$ cat config.mk
export PLATFORM = sky130hd
export DESIGN_NAME = acs_ctrl
export DESIGN_NICKNAME = d
export VERILOG_FILES = /design/src/pkg/acs_pkg.sv /design/src/core/acs_ctrl.sv /design/src/core/acs_seq.sv
export SDC_FILE = /design/constraint.sdc
export NUM_CORES = 1
export LEC_CHECK = 0
export ABC_AREA = 1
export BUFFER_PORTS_ARGS = -buffer_cell sky130_fd_sc_hd__buf_2
export CAP_MARGIN = 40
export CORE_UTILIZATION = 45
export DETAILED_ROUTE_END_ITERATION = 7
export PLACE_DENSITY = 0.68
export SYNTH_ARGS = -nofsm -noshare
export SYNTH_HDL_FRONTEND = slang
export SYNTH_SLANG_ARGS = --single-unit
$ cat constraint.sdc
create_clock -name pclk -period 1.9 [get_ports pclk]
set_clock_uncertainty 0.15 [all_clocks]
set_input_delay 0.475 -clock pclk [delete_from_list [all_inputs] [get_ports pclk]]
set_output_delay 0.475 -clock pclk [all_outputs]
set_load 0.03 [all_outputs]
$ cat src/pkg/acs_pkg.sv
// Shared constants and types for the continuous conversion controller
package acs_pkg;
    // Timing
    localparam int unsigned PCLK_HZ      = 25_000_000;
    localparam int unsigned STARTUP_NS   = 1000;
    localparam int unsigned STARTUP_CYC  = (STARTUP_NS * (PCLK_HZ / 1_000_000) + 999) / 1000;
    localparam int unsigned STARTUP_CW   = $clog2(STARTUP_CYC + 1);

    // Widths
    localparam int unsigned DATA_W       = 12;
    localparam int unsigned CH_W         = 4;
    localparam int unsigned SLOTS        = 4;

    // Register byte offsets
    localparam logic [7:0] OFF_CTRL0     = 8'h00;
    localparam logic [7:0] OFF_CTRL1     = 8'h04;
    localparam logic [7:0] OFF_START     = 8'h08;
    localparam logic [7:0] OFF_SEQ_CFG   = 8'h0c;
    localparam logic [7:0] OFF_TRIG_CFG  = 8'h10;
    localparam logic [7:0] OFF_FLAG      = 8'h14;
    localparam logic [7:0] OFF_FLAG_CLR  = 8'h18;
    localparam logic [7:0] OFF_IRQ_EN    = 8'h1c;
    localparam logic [7:0] OFF_RESULT0   = 8'h20;
    localparam logic [7:0] OFF_RESULT3   = 8'h2c;

    // Field positions
    localparam int unsigned CTRL0_EN_BIT    = 0;
    localparam int unsigned CTRL0_MODE_LSB  = 1;
    localparam int unsigned CTRL0_SPEED_LSB = 4;
    localparam int unsigned SEQ_LEN_LSB     = 16;
    localparam int unsigned TRIG_EN_BIT     = 4;
    localparam int unsigned FLAG_EOC_BIT    = 0;
    localparam int unsigned FLAG_EOS_BIT    = 1;
    localparam int unsigned FLAG_READY_BIT  = 2;

    // Reset values
    localparam logic [3:0] CH_RST        = 4'h0;
    localparam logic [2:0] MODE_RST      = 3'h0;
    localparam logic [1:0] SEQ_LEN_RST   = 2'h0;

    // Mode codes
    localparam logic [2:0] MODE_SINGLE_CONT = 3'h2;
    localparam logic [2:0] MODE_SEQ_CONT    = 3'h3;

    typedef enum logic [1:0] {
        SEQ_IDLE = 2'b01,
        SEQ_WAIT = 2'b10
    } acs_seq_state_t;
endpackage : acs_pkg

$ cat src/core/acs_ctrl.sv
// Continuous conversion controller: APB registers, trigger, flags and interrupt
`timescale 1ns/1ps
`default_nettype none
// Operation
// Mode 2 converts chosen channel until stop
// Mode 2 sets done flag, fills result zero
// Writing zero to start stops new launches
// Software reads each result before next overwrite
// Mode 3 walks four slots, sixteen channels
// Length field selects slots zero through N
// Mode 3 repeats sequence until stop
// Each sample lands in slot-indexed result
// Sequence-done flag after each full pass
// Software enables converter, waits for ready
// Software writes mode before start
// Software clears flags before sequence run
// Software stops before changing channel
// Software disables converter after stopping
// Selected trigger starts conversions like start
// Done flag raises interrupt when enabled
// Start stays set; slots wrap to zero
// Running conversion finishes after stop
module acs_ctrl (
    input  wire logic         pclk,
    input  wire logic         presetn,
    input  wire logic         ce,
    input  wire logic [7:0]   paddr,
    input  wire logic         psel,
    input  wire logic         penable,
    input  wire logic         pwrite,
    input  wire logic [31:0]  pwdata,
    output logic [31:0]       prdata,
    output logic              pready,
    output logic              pslverr,
    input  wire logic [15:0]  trig_in,
    output logic              conv_enable,
    output logic              conv_start,
    output logic [3:0]        conv_channel,
    output logic [3:0]        conv_sample_speed,
    input  wire logic         conv_done,
    input  wire logic [11:0]  conv_data,
    output logic              irq
);
    typedef struct packed {
        logic                                en;
        logic [2:0]                          mode;
        logic [3:0]                          speed;
        logic [3:0]                          ch_sel;
        logic                                start;
        logic [3:0][3:0]                     slot_ch;
        logic [1:0]                          seq_len;
        logic [3:0]                          trig_sel;
        logic                                trig_en;
        logic [15:0]                         trig_prev;
        logic                                flag_eoc;
        logic                                flag_eos;
        logic                                ready;
        logic [acs_pkg::STARTUP_CW-1:0]      ready_cnt;
        logic [1:0]                          ien;
        logic [3:0][11:0]                    result;
        logic                                rdy;
        logic [31:0]                         rd_data;
        logic                                slverr;
    } acs_ctrl_st_t;

    acs_ctrl_st_t q_r;
    acs_ctrl_st_t q_nxt;

    logic         seq_busy;
    logic [1:0]   seq_slot;
    logic         res_we;
    logic [1:0]   res_idx;
    logic [11:0]  res_data;
    logic         eos_p;
    logic         acc;
    logic         wr;
    logic         trig_hit;
    logic [31:0]  rmux;
    logic         mapped;

    acs_seq u_seq (
        .pclk         (pclk),
        .presetn      (presetn),
        .ce           (ce),
        .enable       (q_r.en),
        .run          (q_r.start),
        .mode         (q_r.mode),
        .seq_len      (q_r.seq_len),
        .ch_single    (q_r.ch_sel),
        .slot_ch      (q_r.slot_ch),
        .conv_done    (conv_done),
        .conv_data    (conv_data),
        .conv_start   (conv_start),
        .conv_channel (conv_channel),
        .busy         (seq_busy),
        .slot         (seq_slot),
        .res_we       (res_we),
        .res_idx      (res_idx),
        .res_data     (res_data),
        .eos_p        (eos_p)
    );

    // One wait state: read data is captured on the same edge that raises pready
    assign acc = psel && penable;
    assign wr  = acc && q_r.rdy && pwrite;

    // rising edge on the chosen source
    assign trig_hit = q_r.trig_en && trig_in[q_r.trig_sel] && !q_r.trig_prev[q_r.trig_sel];

    always_comb begin
        rmux   = 32'h0000_0000;
        mapped = 1'b1;
        case (paddr)
            acs_pkg::OFF_CTRL0: begin
                rmux[acs_pkg::CTRL0_EN_BIT]                           = q_r.en;
                rmux[acs_pkg::CTRL0_MODE_LSB +: 3]                    = q_r.mode;
                rmux[acs_pkg::CTRL0_SPEED_LSB +: 4]                   = q_r.speed;
            end
            acs_pkg::OFF_CTRL1:    rmux[3:0] = q_r.ch_sel;
            acs_pkg::OFF_START:    rmux[0]   = q_r.start;
            acs_pkg::OFF_SEQ_CFG: begin
                rmux[15:0]                           = q_r.slot_ch;
                rmux[acs_pkg::SEQ_LEN_LSB +: 2]      = q_r.seq_len;
            end
            acs_pkg::OFF_TRIG_CFG: begin
                rmux[3:0]                            = q_r.trig_sel;
                rmux[acs_pkg::TRIG_EN_BIT]           = q_r.trig_en;
            end
            acs_pkg::OFF_FLAG: begin
                rmux[acs_pkg::FLAG_EOC_BIT]          = q_r.flag_eoc;
                rmux[acs_pkg::FLAG_EOS_BIT]          = q_r.flag_eos;
                rmux[acs_pkg::FLAG_READY_BIT]        = q_r.ready;
            end
            acs_pkg::OFF_FLAG_CLR: rmux = 32'h0000_0000;
            acs_pkg::OFF_IRQ_EN:   rmux[1:0] = q_r.ien;
            default: begin
                if (paddr >= acs_pkg::OFF_RESULT0 && paddr <= acs_pkg::OFF_RESULT3 && paddr[1:0] == 2'h0) begin
                    rmux[11:0] = q_r.result[paddr[3:2]];
                end else begin
                    mapped = 1'b0;
                end
            end
        endcase
    end

    always_comb begin
        q_nxt           = q_r;
        q_nxt.trig_prev = trig_in;

        // Bus slave: capture in first access cycle, complete in second
        if (acc && !q_r.rdy) begin
            q_nxt.rdy     = 1'b1;
            q_nxt.rd_data = pwrite ? 32'h0000_0000 : rmux;
            q_nxt.slverr  = !mapped;
        end else begin
            q_nxt.rdy     = 1'b0;
            q_nxt.slverr  = 1'b0;
        end

        if (wr) begin
            case (paddr)
                acs_pkg::OFF_CTRL0: begin
                    q_nxt.en    = pwdata[acs_pkg::CTRL0_EN_BIT];
                    q_nxt.mode  = pwdata[acs_pkg::CTRL0_MODE_LSB +: 3];
                    q_nxt.speed = pwdata[acs_pkg::CTRL0_SPEED_LSB +: 4];
                end
                acs_pkg::OFF_CTRL1:    q_nxt.ch_sel = pwdata[3:0];
                // zero stops launching
                acs_pkg::OFF_START:    q_nxt.start = pwdata[0];
                acs_pkg::OFF_SEQ_CFG: begin
                    // four 4-bit slot fields
                    q_nxt.slot_ch = pwdata[15:0];
                    q_nxt.seq_len = pwdata[acs_pkg::SEQ_LEN_LSB +: 2];
                end
                acs_pkg::OFF_TRIG_CFG: begin
                    q_nxt.trig_sel = pwdata[3:0];
                    q_nxt.trig_en  = pwdata[acs_pkg::TRIG_EN_BIT];
                end
                acs_pkg::OFF_FLAG_CLR: begin
                    // Zero in a bit clears that flag, one leaves it
                    if (!pwdata[acs_pkg::FLAG_EOC_BIT]) q_nxt.flag_eoc = 1'b0;
                    if (!pwdata[acs_pkg::FLAG_EOS_BIT]) q_nxt.flag_eos = 1'b0;
                end
                acs_pkg::OFF_IRQ_EN:   q_nxt.ien = pwdata[1:0];
                default: ;
            endcase
        end

        // trigger sets the start bit, which then stays set
        if (trig_hit && q_r.en) begin
            q_nxt.start = 1'b1;
        end

        // Startup delay before the converter reports ready
        if (!q_r.en) begin
            q_nxt.ready     = 1'b0;
            q_nxt.ready_cnt = '0;
        end else if (!q_r.ready) begin
            if (q_r.ready_cnt == acs_pkg::STARTUP_CW'(acs_pkg::STARTUP_CYC - 1)) begin
                q_nxt.ready = 1'b1;
            end else begin
                q_nxt.ready_cnt = acs_pkg::STARTUP_CW'(q_r.ready_cnt + 1'b1);
            end
        end

        // new sample and done flag; set beats a same-cycle clear
        // slot-indexed result store
        if (res_we) begin
            q_nxt.result[res_idx] = res_data;
            q_nxt.flag_eoc        = 1'b1;
        end
        // sequence-done flag
        if (eos_p) begin
            q_nxt.flag_eos = 1'b1;
        end
    end

    always_ff @(posedge pclk or negedge presetn) begin
        if (!presetn) begin
            q_r <= '{en: 1'b0, mode: acs_pkg::MODE_RST, speed: 4'h0, ch_sel: acs_pkg::CH_RST, start: 1'b0,
                     slot_ch: 16'h0000, seq_len: acs_pkg::SEQ_LEN_RST, trig_sel: 4'h0, trig_en: 1'b0,
                     trig_prev: 16'h0000, flag_eoc: 1'b0, flag_eos: 1'b0, ready: 1'b0, ready_cnt: '0,
                     ien: 2'h0, result: 48'h0000_0000_0000, rdy: 1'b0, rd_data: 32'h0000_0000,
                     slverr: 1'b0};
        end else if (ce) begin
            q_r <= q_nxt;
        end
    end

    assign prdata            = q_r.rd_data;
    assign pready            = q_r.rdy;
    assign pslverr           = q_r.slverr;
    assign conv_enable       = q_r.en;
    assign conv_sample_speed = q_r.speed;
    // unmasked flags drive the interrupt
    assign irq               = (q_r.flag_eoc && q_r.ien[0]) || (q_r.flag_eos && q_r.ien[1]);

    // Checks assume ce stays high while they are watching

    property p_single_result;
        @(posedge pclk) disable iff (!presetn)
        (ce && seq_busy && conv_done && q_r.en && q_r.mode == acs_pkg::MODE_SINGLE_CONT) ##1 ce ##1 ce
        |-> q_r.flag_eoc && q_r.result[0] == $past(conv_data, 2);
    endproperty
    a_single_result: assert property (p_single_result) else $error("mode 2 sample not in result zero");

    property p_start_launches;
        @(posedge pclk) disable iff (!presetn)
        (ce && !seq_busy && q_r.start && q_r.en && q_r.mode == acs_pkg::MODE_SINGLE_CONT) |=> conv_start;
    endproperty
    a_start_launches: assert property (p_start_launches) else $error("start did not launch");

    property p_stop_no_launch;
        @(posedge pclk) disable iff (!presetn)
        conv_start |-> $past(q_r.start);
    endproperty
    a_stop_no_launch: assert property (p_stop_no_launch) else $error("launch without start bit");

    property p_seq_channel;
        @(posedge pclk) disable iff (!presetn)
        (conv_start && q_r.mode == acs_pkg::MODE_SEQ_CONT) |-> conv_channel == q_r.slot_ch[seq_slot];
    endproperty
    a_seq_channel: assert property (p_seq_channel) else $error("slot channel mismatch");

    property p_slot_range;
        @(posedge pclk) disable iff (!presetn)
        (seq_busy && q_r.mode == acs_pkg::MODE_SEQ_CONT && $stable(q_r.seq_len)) |-> seq_slot <= q_r.seq_len;
    endproperty
    a_slot_range: assert property (p_slot_range) else $error("slot beyond sequence length");

    property p_eos_last;
        @(posedge pclk) disable iff (!presetn)
        eos_p |-> res_idx == q_r.seq_len ##1 (!ce || q_r.flag_eos);
    endproperty
    a_eos_last: assert property (p_eos_last) else $error("sequence done at wrong slot");

    property p_trig_start;
        @(posedge pclk) disable iff (!presetn)
        (ce && trig_hit && q_r.en) |=> q_r.start;
    endproperty
    a_trig_start: assert property (p_trig_start) else $error("trigger did not set start");

    property p_irq_eoc;
        @(posedge pclk) disable iff (!presetn)
        (ce && res_we && q_r.ien[0] && !(wr && paddr == acs_pkg::OFF_IRQ_EN)) |=> irq;
    endproperty
    a_irq_eoc: assert property (p_irq_eoc) else $error("done flag without interrupt");

    property p_finish_after_stop;
        @(posedge pclk) disable iff (!presetn)
        (ce && seq_busy && !q_r.start && conv_done && q_r.en) |=> res_we && !seq_busy;
    endproperty
    a_finish_after_stop: assert property (p_finish_after_stop) else $error("last sample lost on stop");
endmodule : acs_ctrl
`default_nettype wire

$ cat src/core/acs_seq.sv
// Conversion sequencer: launches conversions and routes results to slots
`timescale 1ns/1ps
`default_nettype none
module acs_seq (
    input  wire logic                        pclk,
    input  wire logic                        presetn,
    input  wire logic                        ce,
    input  wire logic                        enable,
    input  wire logic                        run,
    input  wire logic [2:0]                  mode,
    input  wire logic [1:0]                  seq_len,
    input  wire logic [3:0]                  ch_single,
    input  wire logic [3:0][3:0]             slot_ch,
    input  wire logic                        conv_done,
    input  wire logic [11:0]                 conv_data,
    output logic                             conv_start,
    output logic [3:0]                       conv_channel,
    output logic                             busy,
    output logic [1:0]                       slot,
    output logic                             res_we,
    output logic [1:0]                       res_idx,
    output logic [11:0]                      res_data,
    output logic                             eos_p
);
    typedef struct packed {
        acs_pkg::acs_seq_state_t st;
        logic [1:0]              slot;
        logic [3:0]              chan;
        logic                    start_p;
        logic                    res_we;
        logic [1:0]              res_idx;
        logic [11:0]             res_data;
        logic                    eos_p;
    } acs_seq_st_t;

    localparam acs_seq_st_t SEQ_RST = '{acs_pkg::SEQ_IDLE, 2'h0, acs_pkg::CH_RST, 1'b0, 1'b0, 2'h0, 12'h000, 1'b0};

    acs_seq_st_t q_r;
    acs_seq_st_t q_nxt;
    logic        seq_mode;
    logic        go;
    logic        last;
    logic [1:0]  nslot;

    assign seq_mode = (mode == acs_pkg::MODE_SEQ_CONT);
    // both modes run until stop
    assign go       = run && enable && (seq_mode || mode == acs_pkg::MODE_SINGLE_CONT);
    // last active slot
    assign last     = !seq_mode || (q_r.slot >= seq_len);
    assign nslot    = last ? 2'h0 : 2'(q_r.slot + 2'h1);

    always_comb begin
        q_nxt         = q_r;
        q_nxt.start_p = 1'b0;
        q_nxt.res_we  = 1'b0;
        q_nxt.eos_p   = 1'b0;
        case (q_r.st)
            acs_pkg::SEQ_IDLE: begin
                // start on run
                if (go) begin
                    q_nxt.st      = acs_pkg::SEQ_WAIT;
                    q_nxt.start_p = 1'b1;
                    q_nxt.chan    = seq_mode ? slot_ch[q_r.slot] : ch_single;
                end
            end
            acs_pkg::SEQ_WAIT: begin
                if (!enable) begin
                    // Converter switched off mid-conversion: drop the sample
                    q_nxt.st   = acs_pkg::SEQ_IDLE;
                    q_nxt.slot = 2'h0;
                end else if (conv_done) begin
                    // finish current sample
                    q_nxt.res_we   = 1'b1;
                    q_nxt.res_idx  = seq_mode ? q_r.slot : 2'h0;
                    q_nxt.res_data = conv_data;
                    // end of pass
                    q_nxt.eos_p    = seq_mode && last;
                    // wrap to slot zero
                    q_nxt.slot     = nslot;
                    if (go) begin
                        q_nxt.start_p = 1'b1;
                        q_nxt.chan    = seq_mode ? slot_ch[nslot] : ch_single;
                    end else begin
                        q_nxt.st   = acs_pkg::SEQ_IDLE;
                        q_nxt.slot = 2'h0;
                    end
                end
            end
            default: q_nxt = SEQ_RST;
        endcase
    end

    always_ff @(posedge pclk or negedge presetn) begin
        if (!presetn) begin
            q_r <= SEQ_RST;
        end else if (ce) begin
            q_r <= q_nxt;
        end
    end

    assign conv_start   = q_r.start_p;
    assign conv_channel = q_r.chan;
    assign busy         = (q_r.st == acs_pkg::SEQ_WAIT);
    assign slot         = q_r.slot;
    assign res_we       = q_r.res_we;
    assign res_idx      = q_r.res_idx;
    assign res_data     = q_r.res_data;
    assign eos_p        = q_r.eos_p;
endmodule : acs_seq
`default_nettype wire

* Word level (Yosys, flattened, before mapping) *
Index checks and enable logic that the tools add are counted.

operators by class
  add/subtract/negate cells = 2
  order comparisons = 9
  equal/unequal tests = 22
  multiplexer cells = 57
  bitwise logic cells = 1
  reduce and logical (&&, ||, !) cells = 52

operators with widths
  kind                                                 count
  bitwise mux 48 bit                                   1
  two-way mux 12 bit                                   3
  two-way mux 18 bit                                   2
  equality test 8 x 5 -> 1 bit, second input constant  4
  case mux 16 bit (2 select lines)                     1
  two-way mux 25 bit                                   1
  binary-select mux 12 bit (select 2 bit)              1
  demux 12 bit (select 2 bit)                          1
  two-way mux 24 bit                                   1
  two-way mux 4 bit                                    6
  AND reduction 3 bit                                  8
  two-way mux 21 bit                                   1
  two-way mux 5 bit                                    4
  two-way mux 6 bit                                    3
  binary-select mux 4 bit (select 2 bit)               2
  equality test 8 x 4 -> 1 bit, second input constant  2
  AND reduction 4 bit                                  4
  logical AND 1 bit                                    15
  two-way mux 1 bit                                    13
  < comparator 2 x 3 -> 1 bit, second input constant   4
  nonzero test 2 bit                                   6
  two-way mux 2 bit                                    5
  case mux 5 bit (2 select lines)                      1
  case mux 3 bit (3 select lines)                      1
  37 further kinds                                     53

word-level totals
  register bits after elaboration = 169
  bits of input ports = 75
  output and inout port bits = 45
  logic and storage cells = 176

* Logic depth before layout (Yosys ltp) *
  depth in word-level cells = 11
  mapped depth = 15
  gate-level depth less buffers = 14

* By module *
Synthesis repeated with hierarchy kept, for this count alone.

second synthesis, totals
  cell total of the unflattened synthesis = 1021
  area, all modules = 8109.0 um2

modules (own cells, without submodules)
  module    times used  cells each  area each (um2)
  acs_ctrl  1           770         6293.5
  acs_seq   1           251         1815.5

* Worst setup path before layout *
OpenSTA, ideal clock, no wires.

  path type = flip-flop to flip-flop
  start point = register u_seq.q_r, in the netlist u_seq.slot[0]
  end point = register u_seq.q_r, in the netlist u_seq.conv_channel[0]
  library setup time = 0.117 ns
  data arrival time = 1.779 ns
  path slack = -0.146 ns
  stages on the path, launching flop included = 16
  buffers on the path = 1
  period minus slack after synthesis = 2.046 ns
  cells stage by stage = dfrtp_1 -> clkinv_1 -> buf_4 -> ha_1 -> inv_1 -> nand2_1 -> nand2_1 -> nand3_1 -> nor3_1 -> nand2_1 -> nand3_1 -> nand2_1 -> nand2_1 -> nand2_1 -> nand2_1 -> nand2_1

between the ends
  cells in the longest elaborated chain, start to end = 10
  elaborated cells on any way between the ends = 15
  those cells by class = 1 x add/sub; 1 x order compare; 12 x mux; 1 x reduce/logical

ends and longest elaborated chain
  element                                  line           text
  start, declared                          acs_seq.sv:38  acs_seq_st_t q_r;
  start signal, assigned                   acs_seq.sv:97  q_r <= q_nxt;
  >= comparator 2 bit                      acs_seq.sv:49  assign last = !seq_mode || (q_r.slot >= seq_len);
  logical OR 1 bit                         acs_seq.sv:49
  two-way mux 2 bit                        acs_seq.sv:50  assign nslot = last ? 2'h0 : 2'(q_r.slot + 2'h1);
  binary-select mux 4 bit (select 2 bit)   acs_seq.sv:82  q_nxt.chan = seq_mode ? slot_ch[nslot] : ch_single;
  two-way mux 4 bit (implied by the code)  acs_seq.sv:82
  two-way mux 4 bit                        acs_seq.sv:82
  two-way mux 5 bit                        acs_seq.sv:80  if (go) begin
  two-way mux 25 bit                       acs_seq.sv:71  end else if (conv_done) begin
  two-way mux 21 bit                       acs_seq.sv:67  if (!enable) begin
  case mux 5 bit (2 select lines) (*)      acs_seq.sv:57  case (q_r.st)

Mark *: on every way between the ends. The rest lies on a longest branch, timed or not. The select of a mux whose other input is x is not followed.
A chain may end at the register's enable or synchronous reset.

* Worst setup path in the final report *
  start point = register q_r[141] (netlist name)
  end point = register u_seq.q_r, in the netlist u_seq.conv_channel[0]

between the ends
  cells in the longest elaborated chain, start to end = 11
  elaborated cells on any way between the ends = 19
  those cells by class = 4 x eq/ne; 10 x mux; 5 x reduce/logical

ends and longest elaborated chain
  element                                  line             text
  start, declared                          acs_ctrl.sv:66   acs_ctrl_st_t q_r;
  start signal, assigned                   acs_ctrl.sv:220  q_r <= '{en: 1'b0, mode: acs_pkg::MODE_RST, speed: 4'h0, ch_sel: acs_pkg::CH_RST, start: 1'b0,
  start signal, assigned                   acs_ctrl.sv:226  q_r <= q_nxt;
  equality test 3 x 2 -> 1 bit             acs_seq.sv:45    assign seq_mode = (mode == acs_pkg::MODE_SEQ_CONT);
  zero test 1 bit                          acs_seq.sv:49
  logical OR 1 bit                         acs_seq.sv:49
  two-way mux 2 bit                        acs_seq.sv:50
  binary-select mux 4 bit (select 2 bit)   acs_seq.sv:82
  two-way mux 4 bit (implied by the code)  acs_seq.sv:82
  two-way mux 4 bit                        acs_seq.sv:82
  two-way mux 5 bit                        acs_seq.sv:80
  two-way mux 25 bit                       acs_seq.sv:71
  two-way mux 21 bit                       acs_seq.sv:67
  case mux 5 bit (2 select lines)          acs_seq.sv:57

Parallel ways exist; a longest one is shown, timed or not. The select of a mux whose other input is x is not followed.

==> results by group <==
Outcome
  – Outcome: completed

Placed design
  – Cell total after placement: 1,269
  – Detailed placer's ending HPWL: 14.0 mm
  – Gpl congestion: 0.884
  – Buffers added on ports: 91
  – Placement Cell Area: ~8700 um2

CTS
  – Num CTS Buffers: 17
  – CTS sink cnt: 155
  – Clock H-tree levels: 4
  – Root Buffer: clkbuf_16
  – Worst-path clk slew: 0.06 ns
  – CTS tree: built
  – Clock buffer depth: 2
  – Worst skew pair latency: 0.42 ns

Pwr
  – Power per standard cell area: 787 nW/um2
  – P_sw: 1.77 mW
  – P_int: ~5.7 mW
  – Leak: 4.74 nW
  – Design Power: 7.43 mW
  – Peak VDD IR: 0.655 mV
  – Seq pwr share: 45.5%
  – Sw frac: 23.8%
  – Logic pwr share: 7.3%
  – Clk pwr share: between 40% and 50%

Logic synthesis
  – Top cells by area, synth: dfrtp_1 (50%), nand2_1 (12%), o21ai_0 (8.2%)
  – Main combinational cell family by area after synthesis: simple AND/OR/NAND/NOR gates
  – Post-synthesis register bit count: roughly 160
  – Area share of the largest cell type after synthesis: 49.6%
  – Synthesized area per cell: ~8.1 um2
  – Synth Area in XOR/XNOR: 0.113%
  – Mux cell area share after synthesis: 0%
  – Yosys cell types: 39
  – Post-synthesis compound-gate area fraction: 15.3%
  – Sequential share of the synthesized area: 49.9%
  – Synth warnings: 0
  – Leading area contributor after synthesis: dfrtp_1
  – Mapped cell area: roughly 7800 um2
  – Gate Count Post-Synth: 957
  – Simple-gate share of the synthesized area: between 20% and 30%
  – Synth Area in Adders: 0.966%

Worst setup path
  – CP Cell Sequence: nand2_1 -> nor2_4 -> buf_4 -> nand4_2 -> nand2_1 -> nand3_1 -> nand3_2 -> nand2_1 -> nand2_1 -> nand2_1 -> nand2_1 -> nand2_1
  – Setup CP Type: flip-flop to flip-flop
  – Worst EP required: 2.07 ns
  – Slowest-stage cell, CP: dfrtp_1
  – Worst path max stage delay: around 0.38 ns
  – CP Capture Type: flip-flop
  – Most used cell, CP: nand2_1
  – Arr. time, crit path: about 2.1 ns
  – CP Launch Type: flip-flop
  – Crit-path max FO: 7

Global routing
  – First-pass GRT wire length: 31.9 mm
  – Largest net degree at the start of global routing: between 40 and 50
  – Vias in the first global route: between 6,000 and 7,000
  – Remaining Overflow, GRT: 0
  – Tot GR Track Use: 23.1%
  – Antenna violations before repair: 0

Layout
  – Final net count: 1,157
  – Layout cells sized above 1: 21.9%
  – Final Non-Filler Cells: 1,309
  – Final Cell Area: 9450 um2
  – Layout area overhead: 21.6%
  – N_diodes: 0
  – Final core occ: 56.6%

Floorplan
  – Die height: 133 um
  – # IOs: 120
  – Standard-cell rows: 47
  – Die area: 17,800 um2
  – Die width: approximately 130 um
  – Core area: around 17,000 um2
  – Starting Density: 46.5%

Job
  – Max-Cap Viols: 0

Timing
  – Final Hold Fails: 0
  – Setup violations, final: 0
  – Max-slew violations: 0
  – RSZ-0062 raised after global routing: yes
  – Period utilization: 99.9%
  – Setup_tns: 0 ns
  – Tmin final: 1.90 ns
  – FMAX: 0.527 GHz

Route
  – Initial drt markers: 566
  – First drt pass iteration count: 5
  – WL/cell: 15.2 um
  – DRT antenna net count: 0
  – Post-Route WL: 19.8 mm
  – Drt via density: around 5.2
  – Routed vias: 6,835
  – DRC: 0

Worst hold path
  – Min-delay worst type: input pin to flip-flop
## stage by stage
| step | setup WS [ns] | hold slack, ns |
|---|---|---|
| after global placement | -0.0493 | 0.257 |
| after global routing | -0.0924 | 0.114 |
| final | 0.00279 | 0.125 |
| after floorplan | 0.00730 | 0.0294 |
| after CTS | 0.000857 | 0.105 |
| after detailed placement | -0.105 | 0.258 |
## timing repair
action | in CTS | in global routing
hold buffers | 1 | 0
setup endpoints to repair | 5 | 21
pin swaps | 1 | 10
gates resized for setup | 4 | 19
gates cloned | 0 | 1
endpoints found under the hold margin | 25 | 0
buffers inserted | 0 | 6
## logic make-up (layout without fill, tap and decap cells)
kind of cell | after synthesis | after routing
AO/OA/AOI/OAI | 223 | 223
flip-flops | 155 | 155
adder cells (fa/ha/maj) | 6 | 6
AND/OR/NAND/NOR | 390 | 391
buffers and inverters | 181 | 299
other | 1 | 14
XOR/XNOR | 1 | 1
## path summary, 6_finish.rpt
check	from	endpoint	slack (ns)	depth (start not counted)
max reg2reg	q_r[141]	u_seq.conv_channel[0]	0.003	12
max	q_r[141]	u_seq.conv_channel[0]	0.003	12
max in group asynchronous	presetn	u_seq.q_r[23]	0.60	3
min reg2reg	u_seq.conv_channel[2]	u_seq.conv_channel[2]	0.32	2
min in group asynchronous	presetn	q_r[60]	0.37	2
min	conv_data[6]	u_seq.res_data[6]	0.12	3
## synth_stat cells (all sizes together)
master / count
nand2: 248
dfrtp: 154
o21ai: 141
inv: 106
nand3: 63
buf: 62
a21oi: 53
nor2: 50
a22oi: 16
nand4: 13
nor3: 13
clkbuf: 12
o22ai: 7
ha: 6
nand3b: 2
a22o: 1
a32oi: 1
clkinv: 1
conb: 1
dfstp: 1
nor4: 1
o211ai: 1
o2bb2ai: 1
o31ai: 1
o32ai: 1
xnor2: 1
## metal layers
metal | global-route usage [%] | wire length, um
met5 | 0 | 0
met4 | 7.70 | 427
met3 | 3.84 | 1120
met2 | 35.6 | 9090
met1 | 33.0 | 9200
## area by class of cell
class                   instances  area [um2]
well taps                     220         275
clock buffers                  21         450
clock inverters                11         156
fillers                      1540        7250
repair buffers                160        1110
flip-flops and latches        155        3880
multi-input cells             635        3170
inverters                     107         403
## registers in the layout, indices dropped and copies added (netlist names)
name,cells
u_seq.conv_start,1
pslverr,1
u_seq.res_data,12
conv_sample_speed,4
u_seq.q_r,2
u_seq.conv_channel,4
u_seq.res_idx,2
conv_enable,1
u_seq.eos_p,1
pready,1
u_seq.res_we,1
u_seq.slot,2
q_r,105
prdata,18
## cell usage in the layout, fill, tap and decap left out, types with 11 or more instances in the layout
cell / instances
clkbuf_16: 17
a22oi_1: 16
buf_2: 89
o21ai_0: 127
buf_4: 59
dfrtp_1: 153
nand2_1: 240
nand3_1: 58
nand4_1: 11
o21ai_1: 14
inv_1: 97
a21oi_1: 50
nor2_1: 41
conb_1: 14
## worst max-delay path: cells and delay by family (launching register included)
family / cells / cell delay, ns
buf+inv: 1 / 0.18
simple gates: 11 / 1.09
flops: 1 / 0.38
## power by group through the flow
stage	Combinational, mW	Sequential, mW	Clock [mW]
2_1_floorplan	0.278	3.45	0
3_3_place_gp	0.519	3.44	0
3_5_place_dp	0.525	3.44	0
4_1_cts	0.532	3.38	3.57
5_1_grt	0.602	3.39	3.70
6_report	0.540	3.38	3.51
(Power assumes the default switching activity.)
